### src/design/udc_map.vh
// Register offsets, field positions, reset values and timing counts of the USB control block
`ifndef UDC_MAP_VH
`define UDC_MAP_VH
// ==================== Register word indices (byte address = 4 * index)
`define UDC_IDX_EP_SEL      8'hca
`define UDC_IDX_EP_FUNC     8'hcd
`define UDC_IDX_EP_RESET    8'he5
`define UDC_IDX_GLOBAL      8'he6
`define UDC_IDX_FUNC_ADDR   8'he7
`define UDC_IDX_FRAME_LO    8'he8
`define UDC_IDX_FRAME_HI    8'he9
`define UDC_IDX_COPY_CTRL   8'hea
`define UDC_IDX_COPY_ADDR_L 8'heb
`define UDC_IDX_COPY_ADDR_H 8'hec
`define UDC_IDX_COPY_COUNT  8'hed
// ==================== Field positions
`define UDC_FC_ENABLE       7
`define UDC_FC_DIR          2
`define UDC_GS_RESUME       3
`define UDC_GS_WAKE_EN      2
`define UDC_GS_CONFIGURED   1
`define UDC_GS_ADDRESSED    0
`define UDC_FH_END          4
`define UDC_FH_ERR          3
`define UDC_CC_ERR          2
`define UDC_CC_DIR          1
`define UDC_CC_RUN          0
// ==================== Transfer type encodings
`define UDC_TT_CONTROL      2'b00
`define UDC_TT_ISO          2'b01
`define UDC_TT_BULK         2'b10
`define UDC_TT_INTERRUPT    2'b11
// ==================== Reset values and copy window
`define UDC_RST_BYTE        8'h00
`define UDC_RST_COPY_ADDR   12'h100
`define UDC_RAM_LOW         12'h100
`define UDC_RAM_HIGH        12'h8ff
`define UDC_EP_SIZE_BIG     8'h80
`define UDC_EP_SIZE_EP0     8'h40
`define UDC_EP_SIZE_SMALL   8'h08
// ==================== Timing
`define UDC_CLK_HZ          40000000
`define UDC_RESUME_MS       13
`define UDC_RESUME_CYCLES   (`UDC_CLK_HZ / 1000 * `UDC_RESUME_MS)
`endif

### src/design/udc_usb_control.v
// USB function control registers and RAM to endpoint copy engine front end
// What this block does
// - Direction bit: one IN, zero OUT, control ignored
// - Type field selects control, iso, bulk, interrupt
// - Endpoint reset clears pointers, toggle, then bit
// - Resume flag high during wake-up signalling
// - Wake-up only when software enables it
// - Bus reset clears configured flag
// - Bus reset clears address and addressed flag
// - Eleven-bit frame number from SOF packets
// - Frame end set at SOF end, cleared next
// - Frame error follows last frame field check
// - Registers inaccessible while USB module disabled
// - N byte copy ends within N+2 cycles
// - Launch stalls CPU until copy ends
// - Copy control holds select, error, direction, run
// - Direction zero endpoint to RAM, one reverse
// - Hardware clears run bit at completion
// - Bad window or count sets error, no copy
// - Address register ends at last plus one
//
// The Avalon-MM interface to the registers is this design's own decision.
`timescale 1ns/100ps
`include "udc_map.vh"
module udc_usb_control #(
  parameter RESUME_CYCLES = `UDC_RESUME_CYCLES
) (
  // Clock and reset
  input  wire        core_clk,
  input  wire        srst,
  // Avalon-MM slave
  input  wire [9:0]  avs_address,
  input  wire        avs_read,
  input  wire        avs_write,
  input  wire [31:0] avs_writedata,
  input  wire [3:0]  avs_byteenable,
  output reg  [31:0] avs_readdata,
  output wire        avs_waitrequest,
  output wire [1:0]  avs_response,
  // USB module enable and CPU stall
  input  wire        usb_enable,
  output wire        cpu_stall,
  // USB protocol engine events
  input  wire        bus_reset,
  input  wire        sof_start,
  input  wire        sof_end,
  input  wire        sof_crc_bad,
  input  wire [10:0] sof_frame,
  input  wire        host_suspended,
  // Resume drive and endpoint control toward the engine
  output wire        resume_drive,
  output reg  [7:0]  ep_enable_q,
  output reg  [7:0]  ep_dir_in_q,
  output reg  [15:0] ep_type_q,
  output reg  [7:0]  ep_flush_q,
  output reg  [7:0]  ep_toggle_clr_q,
  // System RAM port
  output wire        ram_we,
  output wire        ram_re,
  output wire [11:0] ram_addr,
  output wire [7:0]  ram_wdata,
  input  wire [7:0]  ram_rdata,
  // Endpoint buffer port
  output wire        ep_we,
  output wire        ep_re,
  output wire [2:0]  ep_num,
  output wire [6:0]  ep_ptr,
  output wire [7:0]  ep_wdata,
  input  wire [7:0]  ep_rdata
);
  // ==================== State
  reg [2:0]  ep_sel_q;
  reg [7:0]  ep_reset_q;
  reg        wake_en_q;
  reg        wake_req_q;
  reg        configured_q;
  reg        addressed_q;
  reg [6:0]  func_addr_q;
  reg [10:0] frame_q;
  reg        frame_end_q;
  reg        frame_err_q;
  reg        resume_q;
  reg [19:0] resume_cnt_q;
  reg [2:0]  cp_ep_q;
  reg        cp_err_q;
  reg        cp_dir_q;
  reg        cp_run_q;
  reg [11:0] cp_addr_q;
  reg [6:0]  cp_count_q;
  reg        resp_q;
  reg        ack_q;

  wire [7:0] idx = avs_address[9:2];
  wire [7:0] wb  = avs_writedata[7:0];
  wire       wr  = avs_write & ack_q & avs_byteenable[0] & usb_enable;
  wire       eng_busy;
  wire       eng_done;
  wire [11:0] eng_next;
  wire       launch;

  // Endpoint size by selector
  function [7:0] ep_size;
    input [2:0] sel;
    begin
      if (sel == 3'd0)
        ep_size = `UDC_EP_SIZE_EP0;
      else if (sel[2])
        ep_size = `UDC_EP_SIZE_SMALL;
      else
        ep_size = `UDC_EP_SIZE_BIG;
    end
  endfunction

  // Launch check against window, count and endpoint size
  wire [12:0] cp_end   = {1'b0, cp_addr_q} + {6'h00, cp_count_q} - 13'h0001;
  wire        cp_bad   = (cp_addr_q < `UDC_RAM_LOW) | (cp_addr_q > `UDC_RAM_HIGH) |
                         (cp_end > {1'b0, `UDC_RAM_HIGH}) | (cp_count_q == 7'h00) |
                         ({1'b0, cp_count_q} > ep_size(wb[6:4])) | (wb[6:4] > 3'd4);
  wire        run_wr   = wr & (idx == `UDC_IDX_COPY_CTRL) & wb[`UDC_CC_RUN] & ~cp_run_q;
  assign launch = run_wr & ~cp_bad & ~eng_busy;

  // ==================== Avalon handshake: one wait state, then answer
  // Writes land on the answer edge only, so a held launch never repeats
  assign avs_waitrequest = (avs_read | avs_write) & ~ack_q;
  assign avs_response    = resp_q ? 2'b11 : 2'b00;
  assign cpu_stall       = cp_run_q | eng_busy;
  assign resume_drive    = resume_q;

  always @(posedge core_clk) begin
    if (srst)
      ack_q <= 1'b0;
    else
      ack_q <= (avs_read | avs_write) & ~ack_q & ~cpu_stall;
  end

  // Read data mux registered on the wait cycle
  always @(posedge core_clk) begin
    if (srst) begin
      avs_readdata <= 32'h0000_0000;
      resp_q       <= 1'b0;
    end else if ((avs_read | avs_write) & ~ack_q) begin
      resp_q       <= ~usb_enable;
      avs_readdata <= 32'h0000_0000;
      if (usb_enable & avs_read) begin
        case (idx)
          `UDC_IDX_EP_SEL:      avs_readdata[2:0] <= ep_sel_q;
          `UDC_IDX_EP_FUNC:     avs_readdata[7:0] <= {ep_enable_q[ep_sel_q], 4'h0, ep_dir_in_q[ep_sel_q],
                                                      ep_type_q[2*ep_sel_q +: 2]};
          `UDC_IDX_EP_RESET:    avs_readdata[7:0] <= ep_reset_q;
          `UDC_IDX_GLOBAL:      avs_readdata[3:0] <= {resume_q, wake_en_q, configured_q, addressed_q};
          `UDC_IDX_FUNC_ADDR:   avs_readdata[6:0] <= func_addr_q;
          `UDC_IDX_FRAME_LO:    avs_readdata[7:0] <= frame_q[7:0];
          `UDC_IDX_FRAME_HI:    avs_readdata[4:0] <= {frame_end_q, frame_err_q, frame_q[10:8]};
          `UDC_IDX_COPY_CTRL:   avs_readdata[7:0] <= {1'b0, cp_ep_q, 1'b0, cp_err_q, cp_dir_q, cp_run_q};
          `UDC_IDX_COPY_ADDR_L: avs_readdata[7:0] <= cp_addr_q[7:0];
          `UDC_IDX_COPY_ADDR_H: avs_readdata[3:0] <= cp_addr_q[11:8];
          `UDC_IDX_COPY_COUNT:  avs_readdata[6:0] <= cp_count_q;
          default:              avs_readdata      <= 32'h0000_0000;
        endcase
      end
    end
  end

  // ==================== Endpoint configuration
  always @(posedge core_clk) begin
    if (srst) begin
      ep_sel_q    <= 3'b000;
      ep_enable_q <= `UDC_RST_BYTE;
      ep_dir_in_q <= `UDC_RST_BYTE;
      ep_type_q   <= 16'h0000;
    end else begin
      if (bus_reset)
        ep_enable_q[0] <= 1'b1;
      if (wr & (idx == `UDC_IDX_EP_SEL))
        ep_sel_q <= wb[2:0];
      if (wr & (idx == `UDC_IDX_EP_FUNC)) begin
        ep_enable_q[ep_sel_q]        <= wb[`UDC_FC_ENABLE];
        // Direction forced to zero (OUT) for control endpoints
        ep_dir_in_q[ep_sel_q]        <= wb[`UDC_FC_DIR] & (wb[1:0] != `UDC_TT_CONTROL);
        ep_type_q[2*ep_sel_q +: 2]   <= wb[1:0];
      end
    end
  end

  // ==================== Endpoint reset: one-cycle pulse then self clear
  always @(posedge core_clk) begin
    if (srst) begin
      ep_reset_q      <= `UDC_RST_BYTE;
      ep_flush_q      <= `UDC_RST_BYTE;
      ep_toggle_clr_q <= `UDC_RST_BYTE;
    end else begin
      ep_flush_q      <= ep_reset_q;
      ep_toggle_clr_q <= ep_reset_q;
      if (wr & (idx == `UDC_IDX_EP_RESET))
        ep_reset_q <= wb & ~ep_reset_q;
      else
        ep_reset_q <= 8'h00;
    end
  end

  // ==================== Global state and address
  always @(posedge core_clk) begin
    if (srst) begin
      wake_en_q    <= 1'b0;
      configured_q <= 1'b0;
      addressed_q  <= 1'b0;
      func_addr_q  <= 7'h00;
    end else begin
      if (wr & (idx == `UDC_IDX_GLOBAL)) begin
        wake_en_q    <= wb[`UDC_GS_WAKE_EN];
        configured_q <= wb[`UDC_GS_CONFIGURED];
        addressed_q  <= wb[`UDC_GS_ADDRESSED];
      end
      if (wr & (idx == `UDC_IDX_FUNC_ADDR))
        func_addr_q <= wb[6:0];
      if (bus_reset) begin
        configured_q <= 1'b0;
        addressed_q  <= 1'b0;
        func_addr_q  <= 7'h00;
      end
    end
  end

  // ==================== Remote wake-up resume timer
  always @(posedge core_clk) begin
    if (srst) begin
      resume_q     <= 1'b0;
      resume_cnt_q <= 20'h0_0000;
      wake_req_q   <= 1'b0;
    end else begin
      wake_req_q <= host_suspended & wake_en_q;
      if (~resume_q & wake_req_q & wake_en_q) begin
        resume_q     <= 1'b1;
        resume_cnt_q <= RESUME_CYCLES[19:0] - 20'h0_0001;
      end else if (resume_q) begin
        if (resume_cnt_q == 20'h0_0000)
          resume_q <= 1'b0;
        else
          resume_cnt_q <= resume_cnt_q - 20'h0_0001;
      end
    end
  end

  // ==================== Frame number capture
  always @(posedge core_clk) begin
    if (srst) begin
      frame_q     <= 11'h000;
      frame_end_q <= 1'b0;
      frame_err_q <= 1'b0;
    end else begin
      if (sof_start)
        frame_end_q <= 1'b0;
      if (sof_end) begin
        frame_end_q <= 1'b1;
        frame_err_q <= sof_crc_bad;
        if (~sof_crc_bad)
          frame_q <= sof_frame;
      end
    end
  end

  // ==================== Copy engine registers
  always @(posedge core_clk) begin
    if (srst) begin
      cp_ep_q    <= 3'b000;
      cp_err_q   <= 1'b0;
      cp_dir_q   <= 1'b0;
      cp_run_q   <= 1'b0;
      cp_addr_q  <= `UDC_RST_COPY_ADDR;
      cp_count_q <= 7'h00;
    end else begin
      if (wr & (idx == `UDC_IDX_COPY_CTRL)) begin
        cp_ep_q  <= wb[6:4];
        cp_dir_q <= wb[`UDC_CC_DIR];
        if (~wb[`UDC_CC_ERR])
          cp_err_q <= 1'b0;
      end
      if (wr & (idx == `UDC_IDX_COPY_ADDR_L))
        cp_addr_q[7:0] <= wb;
      if (wr & (idx == `UDC_IDX_COPY_ADDR_H))
        cp_addr_q[11:8] <= wb[3:0];
      if (wr & (idx == `UDC_IDX_COPY_COUNT))
        cp_count_q <= wb[6:0];
      if (run_wr)
        cp_err_q <= cp_bad;
      if (launch)
        cp_run_q <= 1'b1;
      if (eng_done) begin
        cp_run_q  <= 1'b0;
        cp_addr_q <= eng_next;
      end
    end
  end

  udc_copy_engine #(
    .AW(12)
  ) u_copy (
    .core_clk    (core_clk),
    .srst        (srst),
    .start       (launch),
    .dir_to_ep   (wb[`UDC_CC_DIR]),
    .ep_sel      (wb[6:4]),
    .base_addr   (cp_addr_q),
    .byte_count  (cp_count_q),
    .busy        (eng_busy),
    .next_addr_q (eng_next),
    .done_q      (eng_done),
    .ram_we_q    (ram_we),
    .ram_re_q    (ram_re),
    .ram_addr_q  (ram_addr),
    .ram_wdata_q (ram_wdata),
    .ram_rdata   (ram_rdata),
    .ep_we_q     (ep_we),
    .ep_re_q     (ep_re),
    .ep_num_q    (ep_num),
    .ep_ptr_q    (ep_ptr),
    .ep_wdata_q  (ep_wdata),
    .ep_rdata    (ep_rdata)
  );
endmodule // udc_usb_control

### src/design/udc_copy_engine.v
// Copy engine moving bytes between system RAM and endpoint buffer RAM
`timescale 1ns/100ps
module udc_copy_engine #(
  parameter AW = 12
) (
  // Clock and reset
  input  wire          core_clk,
  input  wire          srst,
  // Launch
  input  wire          start,
  input  wire          dir_to_ep,
  input  wire [2:0]    ep_sel,
  input  wire [AW-1:0] base_addr,
  input  wire [6:0]    byte_count,
  // Status
  output wire          busy,
  output reg  [AW-1:0] next_addr_q,
  output reg           done_q,
  // System RAM port
  output reg           ram_we_q,
  output reg           ram_re_q,
  output reg  [AW-1:0] ram_addr_q,
  output reg  [7:0]    ram_wdata_q,
  input  wire [7:0]    ram_rdata,
  // Endpoint buffer port
  output reg           ep_we_q,
  output reg           ep_re_q,
  output reg  [2:0]    ep_num_q,
  output reg  [6:0]    ep_ptr_q,
  output reg  [7:0]    ep_wdata_q,
  input  wire [7:0]    ep_rdata
);
  localparam ST_IDLE = 3'b001;
  localparam ST_MOVE = 3'b010;
  localparam ST_LAST = 3'b100;

  reg [2:0]    state_q;
  reg [6:0]    left_q;
  reg          dir_q;
  reg [AW-1:0] base_q;
  reg [6:0]    idx_q;

  // RAM address of the byte read in this cycle, and the one after it
  wire [AW-1:0] byte_addr = base_q + {{(AW-7){1'b0}}, idx_q};
  wire [AW-1:0] byte_next = byte_addr + {{(AW-1){1'b0}}, 1'b1};

  // Busy from setup to the last write; launch strobe left out to avoid a loop
  assign busy = (state_q != ST_IDLE);

  // ====================
  // Setup cycle then one byte per cycle, address and pointer together
  always @(posedge core_clk) begin
    if (srst) begin
      state_q     <= ST_IDLE;
      left_q      <= 7'h00;
      dir_q       <= 1'b0;
      base_q      <= {AW{1'b0}};
      idx_q       <= 7'h00;
      next_addr_q <= {AW{1'b0}};
      done_q      <= 1'b0;
      ram_we_q    <= 1'b0;
      ram_re_q    <= 1'b0;
      ram_addr_q  <= {AW{1'b0}};
      ram_wdata_q <= 8'h00;
      ep_we_q     <= 1'b0;
      ep_re_q     <= 1'b0;
      ep_num_q    <= 3'b000;
      ep_ptr_q    <= 7'h00;
      ep_wdata_q  <= 8'h00;
    end else begin
      done_q   <= 1'b0;
      ram_we_q <= 1'b0;
      ep_we_q  <= 1'b0;
      case (state_q)
        ST_IDLE: begin
          ram_re_q <= 1'b0;
          ep_re_q  <= 1'b0;
          if (start) begin
            dir_q      <= dir_to_ep;
            left_q     <= byte_count;
            base_q     <= base_addr;
            idx_q      <= 7'h00;
            ram_addr_q <= base_addr;
            ep_num_q   <= ep_sel;
            ep_ptr_q   <= 7'h00;
            ram_re_q   <= dir_to_ep;
            ep_re_q    <= ~dir_to_ep;
            state_q    <= ST_MOVE;
          end
        end
        ST_MOVE: begin
          // Write the byte read this cycle at its own index, read the next one
          if (dir_q) begin
            ep_we_q    <= 1'b1;
            ep_wdata_q <= ram_rdata;
            ep_ptr_q   <= idx_q;
          end else begin
            ram_we_q    <= 1'b1;
            ram_wdata_q <= ep_rdata;
            ram_addr_q  <= byte_addr;
          end
          next_addr_q <= byte_next;
          left_q      <= left_q - 7'h01;
          if (left_q == 7'h01) begin
            state_q  <= ST_LAST;
            ram_re_q <= 1'b0;
            ep_re_q  <= 1'b0;
          end else begin
            idx_q <= idx_q + 7'h01;
            if (dir_q)
              ram_addr_q <= byte_next;
            else
              ep_ptr_q <= idx_q + 7'h01;
          end
        end
        ST_LAST: begin
          done_q  <= 1'b1;
          state_q <= ST_IDLE;
        end
        default: state_q <= ST_IDLE;
      endcase
    end
  end
endmodule // udc_copy_engine

### config.mk
export PLATFORM = sky130hd
export DESIGN_NAME = udc_usb_control
export DESIGN_NICKNAME = d
export VERILOG_FILES = /design/src/design/udc_usb_control.v /design/src/design/udc_copy_engine.v
export VERILOG_INCLUDE_DIRS = /design/src /design/src/design
export SDC_FILE = /design/constraint.sdc
export NUM_CORES = 1
export LEC_CHECK = 0
export ABC_AREA = 1
export BUFFER_PORTS_ARGS = -buffer_cell sky130_fd_sc_hd__buf_2
export CORE_MARGIN = 3
export CORE_UTILIZATION = 61
export DETAILED_ROUTE_END_ITERATION = 16
export PLACE_DENSITY_LB_ADDON = 0.3
export SYNTH_ARGS = -nofsm -noshare
export SYNTH_HDL_FRONTEND = slang
export SYNTH_HIERARCHICAL = 1
export SYNTH_SLANG_ARGS = --single-unit
### constraint.sdc
create_clock -name core_clk -period 5.8 [get_ports core_clk]
set_input_delay 0.58 -clock core_clk [delete_from_list [all_inputs] [get_ports core_clk]]
set_output_delay 0.58 -clock core_clk [all_outputs]
set_load 0.01 [all_outputs]
# Word-level counts from Yosys, hierarchy flattened

Cells that the tools add are included.

Register bits after elaboration: 240
Word-level logic and storage cells: 215

Add/sub/neg operators: 8
Magnitude comparators: 7
Eq/ne operators: 21
Shift-type cells: 3
Multiplexer cells: 60
Bitwise operators: 45
Reduce and logical (&&, ||, !) cells: 27

Operators by type and width:

| operator                                                                 | count |
|---|---|
| 8-bit equality test (second input constant)                              | 11 |
| 12-bit two-way mux                                                       | 5 |
| 19-bit two-way mux                                                       | 3 |
| 7-bit two-way mux                                                        | 6 |
| 7-bit one-hot mux with 2 select lines                                    | 3 |
| 4-bit negation with 34-bit output                                        | 1 |
| 2-bit by 34-bit variable shift with 16-bit output (first input constant) | 1 |
| 2-bit by 34-bit indexed part select with 16-bit output                   | 1 |
| 3-bit one-hot mux with 11 select lines                                   | 1 |
| 8-bit two-way mux                                                        | 4 |
| 12-bit one-hot mux with 2 select lines                                   | 1 |
| 1-bit AND                                                                | 23 |
| 20-bit zero test                                                         | 1 |
| 1-bit two-way mux                                                        | 20 |
| 2-bit AND reduction                                                      | 10 |
| 20-bit by 1-bit subtractor with 20-bit output (second input constant)    | 1 |
| 16-bit bitwise mux                                                       | 1 |
| 8-bit bitwise mux                                                        | 2 |
| 16-bit by 5-bit indexed part select with 2-bit output                    | 1 |
| 2-bit nonzero test                                                       | 7 |
| 12-bit by 7-bit adder with 13-bit output                                 | 1 |
| 13-bit by 12-bit > comparator with 1-bit output (second input constant)  | 1 |
| 1-bit inverter                                                           | 13 |
| 13-bit by 1-bit subtractor with 13-bit output (second input constant)    | 1 |
| other kinds (36)                                                         | 52 |

# Longest topological paths before layout

Gate-level depths: netlist of the first run.

Word-level depth: 12
Gate-level depth with buffers: 24

# By module

The synthesis of the first run kept the hierarchy.

By module, submodules not included:

| module          | instances | cells each | area each (sq um) | sequential area each (sq um) |
|---|---|---|---|---|
| udc_usb_control | 1         | 1,132      | 7,502.2           | 2,622.5 |
| udc_copy_engine | 1         | 656        | 4,431.8           | 1,701.6 |

# Worst setup path after synthesis of the first run

Ideal clock, no wire load.

Kind: flip-flop to flip-flop
Start: reg cp_addr_q[1]
End: reg u_copy.ram_addr_q[10]
Setup time: 0.067 ns
Data arrival time: 2.872 ns
Data required time: 5.733 ns
Path slack: 2.861 ns
Cell stages (with the launch flop): 24
Buffers on the path: 1
Clock period less this slack: 2.939 ns
Cells stage by stage: dfxtp_1 > inv_1 > ha_1 > inv_1 > ha_1 > inv_1 > fa_1 > nand3b_1 > nand2_1 > nand2_1 > nand2_1 > nand2_1 > nand3_1 > nand2_1 > nand2_1 > nand2_1 > nor3_1 > nand2_1 > inv_1 > clkbuf_1 > nand2_1 > nand2_1 > nand2_1 > a21oi_2

Word-level cells in the longest chain between the ends: 12

RTL lines:

| element                                         | RTL line              | source |
|---|---|---|
| start, declared                                 | udc_usb_control.v:88  | `reg [11:0] cp_addr_q;` |
| start signal, assigned                          | udc_usb_control.v:269 | `` cp_addr_q <= `UDC_RST_COPY_ADDR; `` |
| start signal, assigned                          | udc_usb_control.v:279 | `cp_addr_q[7:0] <= wb;` |
| start signal, assigned                          | udc_usb_control.v:290 | `cp_addr_q <= eng_next;` |
| 12-bit by 7-bit adder with 13-bit output        | udc_usb_control.v:115 | `wire [12:0] cp_end = {1'b0, cp_addr_q} + {6'h00, cp_count_q} - 13'h0001;` |
| 13-bit by 1-bit subtractor with 13-bit output   | udc_usb_control.v:115 |  |
| 13-bit by 12-bit > comparator with 1-bit output | udc_usb_control.v:117 | `` (cp_end > {1'b0, `UDC_RAM_HIGH}) \| (cp_count_q == 7'h00) \| `` |
| 1-bit bitwise OR (*) (4 in a row)               | udc_usb_control.v:116 | `` wire cp_bad = (cp_addr_q < `UDC_RAM_LOW) \| (cp_addr_q > `UDC_RAM_HIGH) \| `` |
| 1-bit inverter (*)                              | udc_usb_control.v:120 | `assign launch = run_wr & ~cp_bad & ~eng_busy;` |
| 1-bit AND (*) (2 in a row)                      | udc_usb_control.v:120 |  |
| via launch                                      | udc_usb_control.v:99  | `wire launch;` |
| 2-bit inequality test (no line) (*)             | --                    |  |
| 2-bit AND reduction (no line) (*)               | --                    |  |
| end signal, assigned                            | udc_copy_engine.v:63  | `ram_addr_q <= {AW{1'b0}};` |
| end signal, assigned                            | udc_copy_engine.v:83  | `ram_addr_q <= base_addr;` |
| end signal, assigned                            | udc_copy_engine.v:100 | `ram_addr_q <= byte_addr;` |
| end, declared                                   | udc_copy_engine.v:22  | `output reg [AW-1:0] ram_addr_q,` |

The timed path passes the listed nets; every way through them passes the cells marked *.
A chain may end at the register's enable or synchronous reset.

# Final worst setup path of the first run

Start: reg cp_addr_q[1]
End: reg u_copy.ram_addr_q[1]

Same word-level chain as after synthesis.

==> impl_metrics.json, run 1 <==
{
  "synth_common_cells": "401 x nand2_1, 229 x inv_1, 219 x nor2_1",
  "fmaxAchievable_mhz": 227,
  "cap_violations": 0,
  "powerDensity_mw_per_mm2": 236,
  "finalCriticalPeriod_ns": 4.41,
  "ir_worst_vdd_mv": 0.193,
  "htree_num_levels": 1,
  "cp_data_required_time_ns": 6.26,
  "period_share_pct": 76.1,
  "wl_per_cell_um": 15.2,
  "root_buffer": "clkbuf_16",
  "tns_ns": 0,
  "leakage_nw": 6.41,
  "syn_inst": 1788,
  "r2r-start": "cp_addr_q[1]",
  "syn_area_sq_mm": 0.0119,
  "globalplace.congestion": 0.932,
  "synth.avg_cell_area_sq_um": 6.67,
  "reg2reg_depth": 25,
  "tightest_slew_ns": 1.04,
  "finalNonFillerCells": 2183,
  "r2r-end": "u_copy/ram_addr_q[1]",
  "yosys.area.top_type": "dfxtp_1",
  "grt_pass1_vias": 11005,
  "ios": 210,
  "critPathMaxStageDelay_ns": 0.53,
  "rsz0062_at_grt": "no",
  "grt_usage_pct": 29.6,
  "final_layout_size_suffix_gt1_share_pct": 13.2,
  "drt-initial-drc-count": 1188,
  "areaGrowthSynthToFinish_pct": 12.9,
  "r2r_slack_ns": 1.39,
  "grt_max_degree": 74,
  "drt.antenna.violating_nets": 0,
  "cts-resized-gates": 0,
  "final-max-slew-violation-count": 0,
  "nets": 2032,
  "min_from": "ep_rdata[7]",
  "synth_cell_types": 51,
  "yosysTopAreaCellShare_pct": 36.2,
  "hold_end": "u_copy/ram_wdata_q[7]",
  "hold_viol_final": 0,
  "async_flop_share_pct": 0,
  "maxSlewHeadroom_pct": 30.9,
  "path_buf_inv": 6,
  "cts.sink_count": 216,
  "cts_tree": "built",
  "synth-seq-cells": 216,
  "die_w_um": 146,
  "drt-total-wl_um": 33200,
  "hold_depth": 3,
  "drtPass1Iterations": 8,
  "end_kind": "register",
  "die_area_sq_mm": 0.0213,
  "remaining_drc_errors": 0,
  "core-area_sq_mm": 0.0190,
  "yosysMostFrequentCell": "nand2_1",
  "cpMaxStageDelayCell": "nand2_1",
  "netlist_top_cells_area": "dfxtp_1 36%, nand2_1 13%, inv_1 7.2%",
  "setup_viol": 0,
  "crit_path_start_kind": "register",
  "synth_edf_count": 0,
  "worst-setup-path-type": "register to register",
  "clk_latency_ns": 0.52,
  "cts_hold_buf": 0,
  "dp_hpwl_um": 23900,
  "io_buffers": 156,
  "crit_path_max_fanout": 19,
  "grt_pass1_wl_um": 53600,
  "cp_common_cell": "nand2_1",
  "die_h_um": 146,
  "grt-ovfl-total": 0,
  "yosysWarnings": 6,
  "cts_buffer_depth": 3,
  "via_count": 12094,
  "crit_family": "simple AND/OR/NAND/NOR gates",
  "cts_buffers": 24,
  "initial_utilization_pct": 63.0,
  "antenna_found_initial": 2,
  "rows": 50,
  "hold_path.class": "input pin to register",
  "arrival_ns": 4.87,
  "dp_cells": 2139,
  "worst_clock_skew_ns": 0.0184,
  "synth-seq-area-share_pct": 36.2,
  "vias_per_cell": 5.54,
  "synthFlopType": "dfxtp_1",
  "cts_setup_buffers": 0,
  "clk_pin_slew_ns": 0.06,
  "status": "finished, final reports clean"
}
==> worst max-delay path by stage <==
stage                 startpoint               endpoint  slack, ns  cells after the start
finish              cp_addr_q[1]   u_copy/ram_addr_q[1]       1.39                     25
global route        cp_addr_q[1]   u_copy/ram_addr_q[1]       0.89                     25
CTS                 cp_addr_q[1]   u_copy/ram_addr_q[1]       1.43                     25
detailed placement  cp_addr_q[1]   u_copy/ram_addr_q[1]       1.46                     25
global placement    cp_addr_q[1]   u_copy/ram_addr_q[1]       1.49                     25
floorplan           cp_addr_q[1]  u_copy/ram_addr_q[10]       2.86                     23
==> per-layer routing <==
layer  vias to the layer above  routed length, um  global-route usage (%)
li1                       5972                  -                       -
met3                        93               2760                    3.99
met5                         -                 13                       0
met1                      5482              14200                    39.9
met4                         2               1120                    10.7
met2                       545              15100                    48.8
==> area by class of cell <==
type,instances,area (sq um)
Tap cell,260,325
Multi-Input combinational cell,1262,6270
Clock buffer,35,733
Antenna cell,1,2.50
Sequential cell,216,4320
Fill cell,1603,5480
Inverter,238,896
Clock inverter,8,93.8
Timing Repair Buffer,163,836
==> power breakdown <==
group / leakage (nW) / total (W) / switching (W) / internal [W]
sequential: 1.74 / 0.00149 / 0.00000346 / 0.00149
combinational: 4.25 / 0.000110 / 0.0000803 / 0.0000295
clock: 0.414 / 0.00158 / 0.000613 / 0.000963
total: 6.41 / 0.00318 / 0.000696 / 0.00248
==> sequential cells by signal, indices dropped and copies added, names as in the netlist, 8 cells and up <==
name / cells
u_copy/ep_wdata_q: 8
u_copy/ram_addr_q: 12
resume_cnt_q: 20
ep_enable_q: 8
frame_q: 11
avs_readdata: 8
u_copy/next_addr_q: 12
ep_dir_in_q: 8
ep_toggle_clr_q: 8
cp_addr_q: 12
ep_reset_q: 8
ep_type_q: 16
u_copy/ram_wdata_q: 8
u_copy/base_q: 12
==> cells by family (layout without fill, tap and decap cells) <==
logic type | after synthesis | count (layout) | synth area share, %
compound gates | 359 | 359 | 16.5
fa+ha+maj | 44 | 44 | 4.74
flops | 216 | 216 | 36.2
other cells | 1 | 25 | 0.0314
xor+xnor | 13 | 13 | 1.02
simple gates | 822 | 822 | 29.5
buf+inv | 333 | 444 | 12.0
==> worst register-to-register path, stage by stage (launching register included) <==
cell and delay, ns:
dfxtp_1 0.46, inv_1 0.09, ha_1 0.29, inv_1 0.06, ha_1 0.19, inv_1 0.07, fa_1 0.34, nand3b_1 0.15
nand2_1 0.07, nand2_1 0.06, nand2_1 0.08, nand2_1 0.07, nand2_1 0.06, nand2_1 0.04, nand2_1 0.05, nand2_1 0.11
nand2_1 0.11, nor3_1 0.06, nand2_1 0.53, inv_1 0.20, buf_4 0.26, nor2_1 0.41, inv_1 0.25, o221ai_1 0.21
nand2_1 0.07, o21ai_0 0.07
==> metrics by stage <==
stage	hold WS (ns)	setup WS, ns	cell area (sq um)	power (W)	utilization, %
floorplan	0.397	2.86	12000	0.00160	-
global placement	0.406	1.49	12600	0.00163	66.7
detailed placement	0.412	1.46	12600	0.00163	66.7
CTS	0.273	1.43	13500	0.00319	71.1
global route	0.290	0.891	13500	0.00326	71.1
finish	0.275	1.39	13500	0.00318	71.1
==> placed cells by master (no fill, tap or decap), types with 9 or more instances in the layout <==
cell type	netlist	layout
a211oi_1	13	13
a21oi_1	144	144
a31oi_1	20	20
buf_2	13	155
clkbuf_16	0	25
conb_1	1	24
dfxtp_1	216	216
ha_1	42	42
inv_1	229	229
nand2_1	401	401
nand2_2	14	14
nand3_1	113	113
nand4_1	20	20
nor2_1	219	219
nor3_1	19	19
o21ai_0	136	136
o22ai_1	9	9
xor2_1	10	10
(Power assumes the default switching activity.)
==> inputs of run 2 (changes only) <==
--- a/config.mk
+++ b/config.mk
@@ -6,10 +6,10 @@
 export SDC_FILE = /design/constraint.sdc
 export NUM_CORES = 1
 export LEC_CHECK = 0
-export ABC_AREA = 1
+export ABC_AREA = 0
 export BUFFER_PORTS_ARGS = -buffer_cell sky130_fd_sc_hd__buf_2
 export CORE_MARGIN = 3
-export CORE_UTILIZATION = 61
+export CORE_UTILIZATION = 51
 export DETAILED_ROUTE_END_ITERATION = 16
 export PLACE_DENSITY_LB_ADDON = 0.3
 export SYNTH_ARGS = -nofsm -noshare
==> constraint.sdc (replaced) <==
create_clock -name core_clk -period 3.7 [get_ports core_clk]
set_input_delay 0.37 -clock core_clk [delete_from_list [all_inputs] [get_ports core_clk]]
set_output_delay 0.37 -clock core_clk [all_outputs]
set_load 0.01 [all_outputs]
==> run 2 against run 1 <==
Compared with the run above: die area is 15% higher; non-clock buffer count is 56 higher; power rose by 57%; cell count is 14% lower; area after synthesis fell by 2.9%.
==> impl_metrics.json, run 2 <==
{
  "grt_pass1_vias": 10063,
  "remaining_drc_errors": 0,
  "layout_common_cells": "208 x dfxtp_1, 172 x nand2_1, 171 x nor2_1, 155 x buf_2, 132 x a21oi_1",
  "grt_pass1_wl_um": 51800,
  "top_register": "resume_cnt_q",
  "cpMaxStageDelayCell": "fa_2",
  "globalplace.congestion": 0.968,
  "synth_cell_types": 89,
  "final-max-slew-violation-count": 0,
  "drtPass1Iterations": 5,
  "io_buffers": 156,
  "areaGrowthSynthToFinish_pct": 19.1,
  "cts.sink_count": 216,
  "async_flop_share_pct": 0,
  "crit_family": "compound AO/OA/AOI/OAI gates",
  "htree_num_levels": 1,
  "cp_data_required_time_ns": 4.15,
  "root_buffer": "clkbuf_16",
  "synth_common_cells": "216 x dfxtp_1, 174 x nand2_1, 173 x nor2_1",
  "period_share_pct": 97.4,
  "die_h_um": 157,
  "power_switching_w": 0.00113,
  "critPathMaxStageDelay_ns": 0.35,
  "syn_inst": 1427,
  "cts_buffers": 25,
  "ir_worst_vdd_mv": 0.323,
  "crit_path_start_kind": "register",
  "final_cell_area_sq_mm": 0.0138,
  "wl_per_cell_um": 17.8,
  "clk_latency_ns": 0.52,
  "yosysTopAreaCellShare_pct": 37.3,
  "fmaxAchievable_mhz": 277,
  "largestRegisters": "resume_cnt_q (20), ep_type_q (16)",
  "setup_viol": 0,
  "nFillCells": 1898,
  "path_buf_inv": 5,
  "powerDensity_mw_per_mm2": 361,
  "placed_area_sq_mm": 0.0127,
  "regArea_sq_mm": 0.00433,
  "arrival_ns": 4.05,
  "antenna_found_initial": 0,
  "cap_violations": 0,
  "grt_max_degree": 118,
  "core-area_sq_mm": 0.0221,
  "initial_utilization_pct": 52.4,
  "drt.antenna.violating_nets": 0,
  "yosysMostFrequentCell": "dfxtp_1",
  "syn_area_sq_mm": 0.0116,
  "netSwitchingFraction_pct": 22.6,
  "p_clk_share_pct": 49.3,
  "cts_buffer_depth": 3,
  "antenna_cells": 0,
  "crit_chain": "inv_2 -> ha_4 -> inv_2 -> ha_4 -> inv_2 -> fa_2 -> nor2b_2 -> o2111ai_2 -> a31oi_4 -> o41ai_2 -> xnor2_1 -> a221oi_4 -> nor4_2 -> inv_1 -> or2_4 -> nand2_4 -> o21ai_4 -> buf_6 -> a211o_1 -> a211oi_2",
  "drt-initial-drc-count": 872,
  "synth_edf_count": 0,
  "grt_usage_pct": 25.4,
  "cp_common_cell": "inv_2",
  "end_kind": "register",
  "rsz0062_at_grt": "yes",
  "yosysWarnings": 6,
  "yosys.area.top_type": "dfxtp_1",
  "crit_path_max_fanout": 3,
  "vias_per_cell": 5.89,
  "finalCriticalPeriod_ns": 3.61,
  "pwr-share-comb_pct": 3.7,
  "tns_ns": 0,
  "worst_clock_skew_ns": 0.0143,
  "synth-seq-area-share_pct": 37.3,
  "rows": 54,
  "synth-seq-cells": 216,
  "leakage_nw": 5.57,
  "hold_viol_final": 0,
  "internal_power_w": 0.00385,
  "grt-ovfl-total": 0,
  "multi_input_area_sq_mm": 0.00679,
  "synthFlopType": "dfxtp_1",
  "fin_util_pct": 62.4,
  "via_count": 11068,
  "cts_hold_buf": 0,
  "netlist_top_cells_area": "dfxtp_1 37%, mux2i_1 6.2%, a21oi_1 5.7%",
  "maxSlewHeadroom_pct": 35.5,
  "worst-setup-path-type": "register to register",
  "drt-total-wl_um": 33500,
  "cts_tree": "built",
  "status": "finished, final reports clean",
  "synth.avg_cell_area_sq_um": 8.12,
  "final_layout_size_suffix_gt1_share_pct": 21.5,
  "tightest_slew_ns": 0.966,
  "hold_path.class": "input pin to register",
  "power_frac_seq_pct": 47.0,
  "final_common_cell": "dfxtp_1",
  "die_area_sq_mm": 0.0246,
  "clk_pin_slew_ns": 0.06,
  "ios": 210,
  "largest_register_ffs": 20,
  "dp_hpwl_um": 23100,
  "nets": 1706,
  "die_w_um": 157
}
[run 2: repair_timing]
action,in CTS,in global routing
hold endpoints to repair,0,0
gates resized for setup,3,59
pin swaps,1,24
setup endpoints to repair,18,49
buffers inserted,0,7
[run 2: worst min-delay path, cell delays in order]
cell and delay (ns):
buf_2 0.09, nand2_1 0.04, a21oi_1 0.05
[run 2: power groups by stage]
| stage | clock [W] | sequential, W | combinational (W) |
|---|---|---|---|
| final | 0.00246 | 0.00234 | 0.000183 |
| after floorplan | 0 | 0.00239 | 0.000129 |
| after detailed placement | 0 | 0.00239 | 0.000179 |
| after global placement | 0 | 0.00239 | 0.000177 |
| after CTS | 0.00250 | 0.00234 | 0.000179 |
| after global routing | 0.00260 | 0.00234 | 0.000198 |
[run 2: cells by family (layout without fill, tap and decap cells)]
logic type	Yosys count	in the layout	share of synthesized area, %
compound gates	313	313	17.3
xor+xnor	32	32	2.48
buf+inv	173	321	6.86
flops	216	216	37.3
fa+ha+maj	44	44	4.88
simple gates	569	569	23.9
mux	79	79	7.29
other cells	1	24	0.0324
[run 2: routing by layer]
layer	wire length (um)	global-route usage, %	vias up
met4	1130	8.92	0
met1	14300	34.3	5225
met3	2390	3.04	81
met2	15700	42.2	456
met5	0	0	-
li1	-	-	5306
[run 2: path summary, 6_finish.rpt]
kind,startpoint,to,slack [ns],cells past startpoint
worst max-delay path,cp_count_q[1],u_copy/ram_addr_q[11],0.09,20
worst min-delay path,ep_rdata[2],u_copy/ram_wdata_q[2],0.08,3
worst max register to register,cp_count_q[1],u_copy/ram_addr_q[11],0.09,20
worst min register to register,ep_reset_q[3],ep_reset_q[3],0.45,1
[run 2: area by class of cell]
| cell class | count | share of cell area, % |
|---|---|---|
| multi-input cells | 1061 | 49.2 |
| inverters | 56 | 1.52 |
| clock inverters | 13 | 0.943 |
| clock buffers | 33 | 5.04 |
| flip-flops and latches | 216 | 31.4 |
| repair buffers | 219 | 9.32 |
| well taps | 280 | 2.54 |
[run 2: through the flow]
step / hold WS (ns) / power [W] / setup WS (ns) / instances
floorplan: 0.409 / 0.00252 / 0.144 / 1450
global placement: 0.428 / 0.00257 / -0.0509 / 1825
detailed placement: 0.438 / 0.00257 / -0.130 / 1825
CTS: 0.0662 / 0.00502 / 0.00677 / 1871
global route: 0.0774 / 0.00513 / -0.0920 / 1878
finish: 0.0828 / 0.00498 / 0.0948 / 1878
==> inputs of run 3 (changes only) <==
--- a/config.mk
+++ b/config.mk
@@ -9,7 +9,7 @@
 export ABC_AREA = 0
 export BUFFER_PORTS_ARGS = -buffer_cell sky130_fd_sc_hd__buf_2
 export CORE_MARGIN = 3
-export CORE_UTILIZATION = 51
+export CORE_UTILIZATION = 35
 export DETAILED_ROUTE_END_ITERATION = 16
 export PLACE_DENSITY_LB_ADDON = 0.3
 export SYNTH_ARGS = -nofsm -noshare
==> run 3 against run 2 <==
Compared with the run above: clock skew fell by 0.0010 ns; first-iteration DRC count fell by 4.1%; power fell by 2.4%; final area rose by 0.97%; largest power group is now sequential cells; count of clock-buffer cells in the layout did not move; clock power fell by 5%; global-route usage fell by 6.2 points; non-clock buffer count fell by 3; sequential power barely moved; register-to-register slack got worse by 0.06 ns.
==> impl_metrics.json, run 3 (synthesized netlist as in run 2, its figures left out) <==
{
  "areaGrowthSynthToFinish_pct": 20.2,
  "min_from": "sof_frame[5]",
  "critPathMaxStageDelay_ns": 0.39,
  "cts_hold_buf": 0,
  "clk_pin_slew_ns": 0.07,
  "dp_hpwl_um": 25400,
  "r2r-start": "cp_addr_q[1]",
  "tns_ns": 0,
  "die_area_sq_mm": 0.0353,
  "largest_register_ffs": 20,
  "grt_usage_pct": 19.2,
  "crit_path_max_fanout": 3,
  "reg2reg_depth": 21,
  "antenna_cells": 0,
  "layout_common_cells": "208 x dfxtp_1, 171 x nand2_1, 170 x nor2_1, 156 x buf_2, 130 x a21oi_1",
  "root_buffer": "clkbuf_16",
  "final_common_cell": "dfxtp_1",
  "setup_viol": 0,
  "ios": 210,
  "fin_util_pct": 43.4,
  "nets": 1702,
  "rows": 65,
  "hold_viol_final": 0,
  "cts_buffer_depth": 3,
  "hold_path.class": "input pin to register",
  "fmaxAchievable_mhz": 272,
  "top_register": "resume_cnt_q",
  "cp_data_required_time_ns": 4.10,
  "worst_clock_skew_ns": 0.0133,
  "worst-setup-path-type": "register to register",
  "cap_violations": 0,
  "remaining_drc_errors": 0,
  "r2r_slack_ns": 0.03,
  "htree_num_levels": 1,
  "initial_utilization_pct": 36.1,
  "crit_path_start_kind": "register",
  "clk_latency_ns": 0.52,
  "largestRegisters": "resume_cnt_q (20), ep_type_q (16)",
  "cpMaxStageDelayCell": "or3_1",
  "final-max-slew-violation-count": 0,
  "fin_ws_ns": 0.0299,
  "critPathLaunch": "cp_addr_q[1]",
  "hold_end": "frame_q[5]",
  "grt-ovfl-total": 0,
  "finalCriticalPeriod_ns": 3.67,
  "period_share_pct": 99.2,
  "grt_max_degree": 114,
  "grt_pass1_wl_um": 55800,
  "via_count": 10900,
  "ir_worst_vdd_mv": 0.292,
  "hold_depth": 3,
  "grt_pass1_vias": 10256,
  "drt-total-wl_um": 35800,
  "wl_per_cell_um": 17.7,
  "nFillCells": 3220,
  "cts_tree": "built",
  "dp_cells": 1979,
  "leakage_nw": 5.53,
  "cts_buffers": 24,
  "drt-initial-drc-count": 836,
  "status": "finished, final reports clean",
  "r2r-end": "u_copy/ram_addr_q[10]",
  "tightest_slew_ns": 0.915,
  "die_w_um": 188,
  "powerDensity_mw_per_mm2": 349,
  "globalplace.congestion": 0.968,
  "arrival_ns": 4.07,
  "drtPass1Iterations": 5,
  "dpl_worst_slack_ns": -0.246,
  "cts.sink_count": 216,
  "p_total_w": 0.00486,
  "antenna_found_initial": 0,
  "final_layout_size_suffix_gt1_share_pct": 21.1,
  "vias_per_cell": 5.38,
  "finalNonFillerCells": 2026,
  "end_kind": "register",
  "drt.antenna.violating_nets": 0,
  "core-area_sq_mm": 0.0321,
  "rsz0062_at_grt": "yes",
  "io_buffers": 156,
  "maxSlewHeadroom_pct": 38.8,
  "die_h_um": 188,
  "crit_chain": "inv_1 -> ha_4 -> inv_4 -> ha_4 -> inv_2 -> fa_2 -> nor2b_2 -> o2111ai_2 -> a31oi_4 -> o41ai_2 -> xnor2_1 -> a221oi_2 -> nor4_2 -> buf_4 -> inv_4 -> or2_4 -> nand2_4 -> o21ai_4 -> nand2_1 -> a31oi_1 -> or3_1"
}
==> run 3: cell count changes in the layout (fill, tap and decap cells not counted), sizes merged <==
cell,before,now
bufinv,2,1
clkinv,6,8
clkinvlp,3,0
buf,219,216
inv,58,56
==> run 3: what timing repair did <==
action                                  CTS  global route
gates cloned                              1             1
gates resized for setup                  17            44
endpoints found under the setup margin   26            48
setup buffers                             1             4
pin swaps                                11            24
==> run 3: cell type report <==
type                    instances  area (sq um)  share of cell area (%)
clock buffers                  33           684                    4.91
clock inverters                 9          88.8                   0.638
inverters                      56           215                    1.54
multi-input cells            1061          6800                    48.8
flip-flops and latches        216          4330                    31.1
well taps                     435           544                    3.91
repair buffers                216          1270                    9.10
==> run 3: power by group <==
group / internal [W] / switching (W)
Combinational: 0.0000514 / 0.000132
Clock: 0.00136 / 0.000969
Sequential: 0.00233 / 0.00000691
==> run 3: stage by stage <==
step | hold slack (ns) | area [sq um]
finish | 0.0860 | 13900
global route | 0.0775 | 13900
CTS | 0.0565 | 13800
detailed placement | 0.443 | 12900
global placement | 0.439 | 12900
floorplan | 0.409 | 11700
==> run 3: worst max-delay path by stage <==
stage / end / slack [ns] / cells after the start
detailed placement: u_copy/left_q[6] / -0.25 / 20
global placement: u_copy/left_q[6] / -0.16 / 20
global route: u_copy/ram_addr_q[10] / -0.15 / 19
CTS: u_copy/left_q[3] / 0.002 / 21
finish: u_copy/ram_addr_q[10] / 0.03 / 21
floorplan: u_copy/ram_addr_q[10] / 0.14 / 20
==> run 3: routing by layer <==
layer | global-route usage [%] | vias up | wire [um]
met3 | 2.64 | 63 | 2270
met4 | 5.19 | 0 | 987
met1 | 26.4 | 5172 | 15900
met5 | 0 | - | 0
li1 | - | 5292 | -
met2 | 31.7 | 373 | 16600
==> run 3: critical path, delay by kind of cell (launching register included) <==
kind,cells,cell delay [ns]
buffers and inverters,5,0.39
adders and majority gates,3,0.68
DFF,1,0.32
xor gates and xnor gates,1,0.20
AOI/OAI and AO/OA,6,0.70
and+or+nand+nor,6,1.27
